**config.mk**
```make
export PLATFORM = sky130hd
export DESIGN_NAME = sbw_target
export DESIGN_NICKNAME = d
export VERILOG_FILES = /design/src/inc/sbw_pkg.sv /design/src/rtl/sbw_line_sense.sv /design/src/rtl/sbw_target.sv
export SDC_FILE = /design/constraint.sdc
export NUM_CORES = 1
export LEC_CHECK = 0
export BUFFER_PORTS_ARGS = -buffer_cell sky130_fd_sc_hd__buf_4
export CAP_MARGIN = 30
export CORE_MARGIN = 8
export CORE_UTILIZATION = 58
export CTS_CLUSTER_DIAMETER = 150
export DETAILED_ROUTE_END_ITERATION = 10
export PLACE_DENSITY_LB_ADDON = 0.05
export SLEW_MARGIN = 20
export SYNTH_ARGS = -nofsm -noshare
export SYNTH_HDL_FRONTEND = slang
export SYNTH_SLANG_ARGS = --single-unit
```
**constraint.sdc**
```tcl
create_clock -name clk_i -period 3.86 [get_ports clk_i]
set_input_delay 0.193 -clock clk_i [delete_from_list [all_inputs] [get_ports clk_i]]
set_output_delay 0.193 -clock clk_i [all_outputs]
set_load 0.1 [all_outputs]
```
**src/inc/sbw_pkg.sv**
```systemverilog
package sbw_pkg;
   localparam logic [7:0] ADDR_WRITE = 8'hD4;
   localparam int NUM_REGS = 16;
   localparam int IDX_W = 4;
   localparam int CLK_HZ = 10000000;
   localparam int LINK_BPS = 100000;
   // Shortest link clock half period in system cycles, rounded down.
   localparam int HALF_BIT_CYC = CLK_HZ / LINK_BPS / 2;
   localparam logic [7:0] REG_RESET = 8'h00;
   localparam logic [7:0] REG6_RESET = 8'hFF;
   localparam logic [IDX_W-1:0] REG6_IDX = 4'h6;
   localparam logic [7:0] REG10_RESET = 8'h01;
   localparam logic [IDX_W-1:0] REG10_IDX = 4'hA;

   typedef enum logic [1:0] {
      SBW_ADDR,
      SBW_INDEX,
      SBW_COUNT,
      SBW_DATA
   } sbw_phase_e;

   typedef struct packed {
      logic start;
      logic stop;
      logic bit_rise;
      logic bit_fall;
      logic sda;
   } sbw_line_s;

   typedef struct packed {
      logic valid;
      logic [IDX_W-1:0] idx;
      logic [7:0] data;
   } sbw_wr_s;
endpackage

```
**src/rtl/sbw_line_sense.sv**
```systemverilog
`timescale 1ns/10ps
module sbw_line_sense (
   input wire logic clk_i,
   input wire logic srst_i,
   input wire logic scl_i,
   input wire logic sda_i,
   output sbw_pkg::sbw_line_s ev_o
);
   import sbw_pkg::*;

   logic [1:0] scl_sync;
   logic [1:0] sda_sync;
   logic scl_q;
   logic sda_q;

   // Three flops per pin; the second and third stages feed the edge detect.
   always_ff @(posedge clk_i) begin
      if (srst_i) begin
         scl_sync <= 2'h3;
         sda_sync <= 2'h3;
         scl_q <= 1'b1;
         sda_q <= 1'b1;
      end else begin
         scl_sync <= {scl_sync[0], scl_i};
         sda_sync <= {sda_sync[0], sda_i};
         scl_q <= scl_sync[1];
         sda_q <= sda_sync[1];
      end
   end

   always_ff @(posedge clk_i) begin
      if (srst_i) begin
         ev_o <= '0;
      end else begin
         ev_o.start <= scl_sync[1] && scl_q && sda_q && !sda_sync[1];
         ev_o.stop <= scl_sync[1] && scl_q && !sda_q && sda_sync[1];
         ev_o.bit_rise <= scl_sync[1] && !scl_q;
         ev_o.bit_fall <= !scl_sync[1] && scl_q;
         ev_o.sda <= sda_sync[1];
      end
   end
endmodule

```
**src/rtl/sbw_target.sv**
```systemverilog
`timescale 1ns/10ps
// Overview of operation
// - Address byte D4 selects write; device acknowledges it.
// - Index byte N is acknowledged and becomes first write location.
// - Byte count X is acknowledged.
// - Each data byte is acknowledged, stored, and location advances.
// - Link runs at 100 kbit/s or slower.
// - Data keeps loading sequentially until a start or stop arrives.
// - Reset loads every configuration register with its default.
module sbw_target (
   input wire logic clk_i,
   input wire logic srst_i,
   input wire logic scl_i,
   input wire logic sda_i,
   output logic sda_o,
   output logic sda_oe_o,
   output logic [sbw_pkg::NUM_REGS*8-1:0] cfg_o,
   output logic [7:0] byte_count_o,
   output sbw_pkg::sbw_wr_s wr_o,
   output logic busy_o
);
   import sbw_pkg::*;

   sbw_line_s ev;
   sbw_phase_e phase;
   logic active;
   logic [3:0] bit_cnt;
   logic [7:0] shift;
   logic ack_slot;
   logic ack_drive;
   logic [IDX_W-1:0] loc;
   logic [7:0] regs [NUM_REGS];
   logic [7:0] next_byte;
   logic frame_edge;
   logic take_bit;
   logic byte_end;
   logic addr_match;

   sbw_line_sense u_sense (
      .clk_i(clk_i),
      .srst_i(srst_i),
      .scl_i(scl_i),
      .sda_i(sda_i),
      .ev_o(ev)
   );

   // Bits are taken on the synchronised rising edge of the link clock.
   // The edge detect needs a few system cycles per link half period; at
   // 100 kbit/s there are HALF_BIT_CYC of them, far more than it uses.
   assign next_byte = {shift[6:0], ev.sda};

   // A start or stop anywhere drops the byte in progress.
   assign frame_edge = ev.start || ev.stop;
   assign take_bit = active && ev.bit_rise && !ack_slot;
   // The falling edge after the eighth bit opens the acknowledge slot.
   assign byte_end = active && ev.bit_fall && (bit_cnt == 4'h8);
   assign addr_match = (shift == ADDR_WRITE);

   // Serial shift register, most significant bit first.
   always_ff @(posedge clk_i) begin
      if (srst_i || frame_edge) begin
         shift <= 8'h00;
      end else if (take_bit) begin
         shift <= next_byte;
      end
   end

   // Bit counter: eight data bits, then cleared for the acknowledge slot.
   always_ff @(posedge clk_i) begin
      if (srst_i || frame_edge) begin
         bit_cnt <= 4'h0;
      end else if (take_bit) begin
         bit_cnt <= bit_cnt + 4'h1;
      end else if (byte_end) begin
         bit_cnt <= 4'h0;
      end
   end

   // The ninth clock of each byte carries no data and is not shifted in.
   always_ff @(posedge clk_i) begin
      if (srst_i || frame_edge) begin
         ack_slot <= 1'b0;
      end else if (byte_end) begin
         ack_slot <= 1'b1;
      end else if (ev.bit_fall && ack_slot) begin
         ack_slot <= 1'b0;
      end
   end

   // A foreign address drops out until the next start.
   always_ff @(posedge clk_i) begin
      if (srst_i) begin
         active <= 1'b0;
      end else if (ev.start) begin
         active <= 1'b1;
      end else if (ev.stop) begin
         active <= 1'b0;
      end else if (byte_end && phase == SBW_ADDR && !addr_match) begin
         active <= 1'b0;
      end
   end

   // Transaction phase; any start or stop reopens addressing.
   always_ff @(posedge clk_i) begin
      if (srst_i || frame_edge) begin
         phase <= SBW_ADDR;
      end else if (byte_end) begin
         case (phase)
            SBW_ADDR: begin
               if (addr_match) begin
                  phase <= SBW_INDEX;
               end
            end
            SBW_INDEX: begin
               phase <= SBW_COUNT;
            end
            SBW_COUNT: begin
               phase <= SBW_DATA;
            end
            SBW_DATA: begin
               phase <= SBW_DATA;
            end
            default: begin
               phase <= SBW_ADDR;
            end
         endcase
      end
   end

   // The acknowledge stands from the slot's opening until the next falling
   // edge of the link clock, so the host sees it through the whole high
   // phase of the ninth clock.
   always_ff @(posedge clk_i) begin
      if (srst_i || frame_edge) begin
         ack_drive <= 1'b0;
      end else if (byte_end) begin
         ack_drive <= (phase != SBW_ADDR) || addr_match;
      end else if (ev.bit_fall) begin
         ack_drive <= 1'b0;
      end
   end

   // The data pin is only ever pulled low; the pull-up makes the high.
   always_ff @(posedge clk_i) begin
      if (srst_i) begin
         sda_o <= 1'b1;
      end else begin
         sda_o <= 1'b0;
      end
   end

   always_ff @(posedge clk_i) begin
      if (srst_i) begin
         sda_oe_o <= 1'b0;
      end else begin
         sda_oe_o <= ack_drive;
      end
   end

   always_ff @(posedge clk_i) begin
      if (srst_i) begin
         busy_o <= 1'b0;
      end else begin
         busy_o <= active;
      end
   end

   // Location pointer; it wraps past the last register.
   always_ff @(posedge clk_i) begin
      if (srst_i) begin
         loc <= '0;
      end else if (byte_end && phase == SBW_INDEX) begin
         loc <= shift[IDX_W-1:0];
      end else if (byte_end && phase == SBW_DATA) begin
         loc <= loc + 1'b1;
      end
   end

   always_ff @(posedge clk_i) begin
      if (srst_i) begin
         byte_count_o <= 8'h00;
      end else if (byte_end && phase == SBW_COUNT) begin
         byte_count_o <= shift;
      end
   end

   // Write strobe: one cycle per data byte taken, with its location.
   always_ff @(posedge clk_i) begin
      if (srst_i) begin
         wr_o <= '0;
      end else if (byte_end && phase == SBW_DATA) begin
         wr_o.valid <= 1'b1;
         wr_o.idx <= loc;
         wr_o.data <= shift;
      end else begin
         wr_o.valid <= 1'b0;
      end
   end

   // Default contents of one configuration register.
   function automatic logic [7:0] reset_value(input int k);
      logic [7:0] v;
      v = REG_RESET;
      if (IDX_W'(k) == REG6_IDX) begin
         v = REG6_RESET;
      end else if (IDX_W'(k) == REG10_IDX) begin
         v = REG10_RESET;
      end
      return v;
   endfunction

   // Storage and its output copy both leave reset holding the defaults,
   // then the outputs follow the registers one system cycle later.
   for (genvar g = 0; g < NUM_REGS; g++) begin : g_reg
      always_ff @(posedge clk_i) begin
         if (srst_i) begin
            regs[g] <= reset_value(g);
         end else if (wr_o.valid && wr_o.idx == IDX_W'(g)) begin
            regs[g] <= wr_o.data;
         end
      end
      always_ff @(posedge clk_i) begin
         if (srst_i) begin
            cfg_o[g*8 +: 8] <= reset_value(g);
         end else begin
            cfg_o[g*8 +: 8] <= regs[g];
         end
      end
   end
endmodule

```
==> flow_metrics.env <==
export IMPL_max_slew_headroom_at_the_worst_pin=0.372
export IMPL_post_syn_area_sq_um=10500
export IMPL_syn_to_layout_area_delta_pct=22.1
export IMPL_ys_top_cells_by_area="sky130_fd_sc_hd__edfxtp_1 37%, sky130_fd_sc_hd__dfxtp_1 35%, sky130_fd_sc_hd__nor2b_1 7.4%"
export IMPL_min_delay_worst_endpoint="sda_o"
export IMPL_tritoncts_buffer_count=30
export IMPL_worst_hold_startpoint="srst_i"
export IMPL_yosys_area_share_xor_xnor=0.000837
export IMPL_antenna_violations_before_repair=0
export IMPL_regToRegEndpoint="regs[0][23]"
export IMPL_report_final_setup_viol=0
export IMPL_core_region_area_sq_um=17800
export IMPL_synth_mux_area_fraction=0.0211
export IMPL_dp_final_hpwl_um=14400
export IMPL_dominant_delay_contributor_by_cell_family_on_the_critical_path="flip-flops"
export IMPL_timing_reg2reg_setup_slack_ns=1.90
export IMPL_timing_critical_path_arrival_ns=1.92
export IMPL_synth_ff_type="sky130_fd_sc_hd__dfxtp_1"
export IMPL_postSynthAreaPerCell_sq_um=13.0
export IMPL_setup_tns_ns=0
export IMPL_power_dens_cells_nw_per_um2=540
export IMPL_final_common_cell="sky130_fd_sc_hd__dfxtp_1"
export IMPL_globalRouteTotalUtil=0.189
export IMPL_final_period_minus_worst_setup_slack_ns=2.11
export IMPL_finalWeightedCongestion=0.783
export IMPL_crit_path_cell_trace="buf_4"
export IMPL_post_route_period_util=0.546
export IMPL_io_pins=156
export IMPL_finalHoldViolCount=0
export IMPL_combinational_power_share=0.073
export IMPL_cts_root_buf="sky130_fd_sc_hd__clkbuf_16"
export IMPL_worstHoldPathType="primary input to flip-flop"
export IMPL_post_synth_top_area_fraction=0.368
export IMPL_timing_worst_slew_pin_value_ns=0.940
export IMPL_grt_max_degree=85
export IMPL_timing_critical_path_required_ns=3.67
export IMPL_cts_max_path_buffers=3
export IMPL_synth_sequential_area_ratio=0.720
export IMPL_synth_edff_count=128
export IMPL_port_buffer_count=155
export IMPL_path_class="flip-flop to output port"
export IMPL_net_count_after_synthesis=810
export IMPL_netlist_instances=803
export IMPL_drive_gt1_frac=0.229
export IMPL_synth_top_family_by_area="simple AND/OR/NAND/NOR gates"
export IMPL_cts_tree="done"
export IMPL_htree_levels=1
export IMPL_rsz_0062_raised_after_global_routing="false"
export IMPL_number_of_global_route_vias_before_repair=6157
export IMPL_die_height_um=150
export IMPL_clk_pin_slew_worst_paths_ns=0.06
export IMPL_leakagePower_nw=5.24
export IMPL_drt_total_wl_um=21700
export IMPL_detail_route_antenna_nets=0
export IMPL_synth_adder_area_share=0.00359
export IMPL_placed_instances=1151
export IMPL_drcViolationCount=0
export IMPL_setup_slack_at_placement_ns=1.82
export IMPL_ff2ff_path_depth=3
export IMPL_clkSinkCount=312
export IMPL_wl_per_cell_um=17.9
export IMPL_yosysWarningCount=0
export IMPL_synth_ff_latch_count=312
export IMPL_setup_worst_path_start_class="flip-flop"
export IMPL_num_nets_final=963
export IMPL_worstPathBufferInverterCount=1
export IMPL_setup_ws_ns=1.75
export IMPL_clock_skew_final_ns=0.00950
export IMPL_internal_power_mw=5.30
export IMPL_netSwitchingFraction=0.232
export IMPL_slowest_delay_ns=0.94
export IMPL_first_pass_iters=4
export IMPL_synth_compound_area_frac=0.0256
export IMPL_n_antenna_cell=0
export IMPL_cpMaxStageDelayCell="sky130_fd_sc_hd__dfxtp_1"
export IMPL_drv_cap=0
export IMPL_worstSetupEndpointType="output port"
export IMPL_fp_dieW_um=150
export IMPL_p_clk_frac=0.413
export IMPL_min_path_cells=1
export IMPL_synth_cell_types=37
export IMPL_final_max_slew_violation_count=0
export IMPL_die_area_sq_um=22600
export IMPL_post_synth_top_area_cell="sky130_fd_sc_hd__edfxtp_1"
export IMPL_p_seq_frac=0.514
export IMPL_maxClockFrequency_ghz=0.474
export IMPL_route_vias_total=6094
export IMPL_critical_path_max_fanout=18
export IMPL_total_switching_power_mw=1.60
export IMPL_number_of_standard_cells_in_the_layout_taps_in_and_fillers_out=1209
export IMPL_std_cell_rows=49
export IMPL_initial_utilization=0.586
export IMPL_detail_route_vias_per_cell=5.04
export IMPL_crit_reg2reg_launch="wr_o[9]"
export IMPL_async_flop_share=0
export IMPL_synth_simple_gate_area_frac=0.212
export IMPL_global_route_overflow_total=0
export IMPL_drtIter0Drc=402
export IMPL_grt_first_pass_wirelength_um=33600
export IMPL_insertion_delay_ns=0.54
export IMPL_ir_drop_uv=399
export IMPL_status="finished, final reports clean"
export IMPL_final_cell_mix="184 x sky130_fd_sc_hd__dfxtp_1, 158 x sky130_fd_sc_hd__buf_4, 128 x sky130_fd_sc_hd__edfxtp_1"
[registers in the layout, indices dropped and copies added, names as in the netlist]
register and cells:
ack_drive 1, u_sense.scl_sync 2, active 1, bit_cnt 4, u_sense.ev_o 5, regs 128, u_sense.scl_q 1, byte_count_o 8
sda_o 1, phase 2, cfg_o 128, busy_o 1, wr_o 13, u_sense.sda_sync 2, sda_oe_o 1, ack_slot 1
shift 8, u_sense.sda_q 1, loc 4
[how the worst max path moves through the flow]
stage / endpoint / cells after the start / start
5_1_grt: wr_o[5] / 1 / wr_o[5]
2_1_floorplan: regs[1][24] / 3 / wr_o[9]
6_report: wr_o[6] / 1 / wr_o[6]
3_3_place_gp: regs[1][8] / 5 / srst_i
4_1_cts: wr_o[1] / 1 / wr_o[1]
3_5_place_dp: regs[0][45] / 3 / srst_i
[final cells by class]
| class | count | area (sq um) |
|---|---|---|
| clock buffers | 45 | 872 |
| fillers | 1205 | 5070 |
| repair buffers | 160 | 1210 |
| inverters | 7 | 26.3 |
| clock inverters | 11 | 108 |
| multi-input cells | 445 | 2750 |
| flip-flops and latches | 312 | 7530 |
| well taps | 229 | 287 |
[cells in the mapped netlist, types with 4 or more instances]
master and count:
sky130_fd_sc_hd__clkbuf_1 35, sky130_fd_sc_hd__nand2_1 25, sky130_fd_sc_hd__nor2_2 4, sky130_fd_sc_hd__nor3_1 6, sky130_fd_sc_hd__inv_1 7, sky130_fd_sc_hd__nor2_1 46
sky130_fd_sc_hd__or2_2 16, sky130_fd_sc_hd__mux2i_1 22, sky130_fd_sc_hd__dfxtp_1 184, sky130_fd_sc_hd__nand3_1 5, sky130_fd_sc_hd__edfxtp_1 128, sky130_fd_sc_hd__o21bai_1 12
sky130_fd_sc_hd__or3_1 11, sky130_fd_sc_hd__nand3b_1 5, sky130_fd_sc_hd__and2_1 119, sky130_fd_sc_hd__nor3b_1 5, sky130_fd_sc_hd__nor2b_1 124, sky130_fd_sc_hd__a21oi_1 13
[power groups by stage]
stage / clock [mW] / combinational [mW] / sequential [mW]
final: 2.85 / 0.505 / 3.54
after detailed placement: 0 / 0.507 / 3.61
after global placement: 0 / 0.503 / 3.61
after floorplan: 0 / 0.0815 / 3.93
after CTS: 2.89 / 0.510 / 3.54
after global routing: 3.03 / 0.522 / 3.55
[metrics by stage]
| step | hold slack (ns) | area (sq um) | power (mW) | util |
|---|---|---|---|---|
| finish | 0.158 | 12800 | 6.90 | 0.716 |
| global route | 0.193 | 12800 | 7.10 | 0.716 |
| CTS | 0.161 | 12800 | 6.94 | 0.716 |
| detailed placement | 0.389 | 11800 | 4.12 | 0.660 |
| global placement | 0.379 | 11800 | 4.11 | 0.660 |
| floorplan | 0.221 | 10500 | 4.01 | - |
[metal layers]
layer | vias up | global-route usage | wire length (um)
met5 | - | 0 | 0
met4 | 0 | 0.0585 | 485
met3 | 41 | 0.0415 | 1740
met2 | 188 | 0.327 | 10600
met1 | 2900 | 0.232 | 8860
li1 | 2965 | - | -
[cells by family (layout without fill, tap and decap cells)]
kind of cell / count (synthesis) / after routing
AND/OR/NAND/NOR: 378 / 378
flip-flops: 312 / 312
AO/OA/AOI/OAI: 41 / 41
XOR/XNOR: 1 / 1
adder cells (fa/ha/maj): 3 / 3
multiplexers: 22 / 22
buffers and inverters: 46 / 223
[repair_timing]
item                                    in CTS  in global routing
setup buffers                                0                  0
resized for setup                            0                  0
hold endpoints to repair                     2                  0
endpoints found under the setup margin       0                  0
hold buffers                                 2                  0
Power figures use the tool's default switching activity.
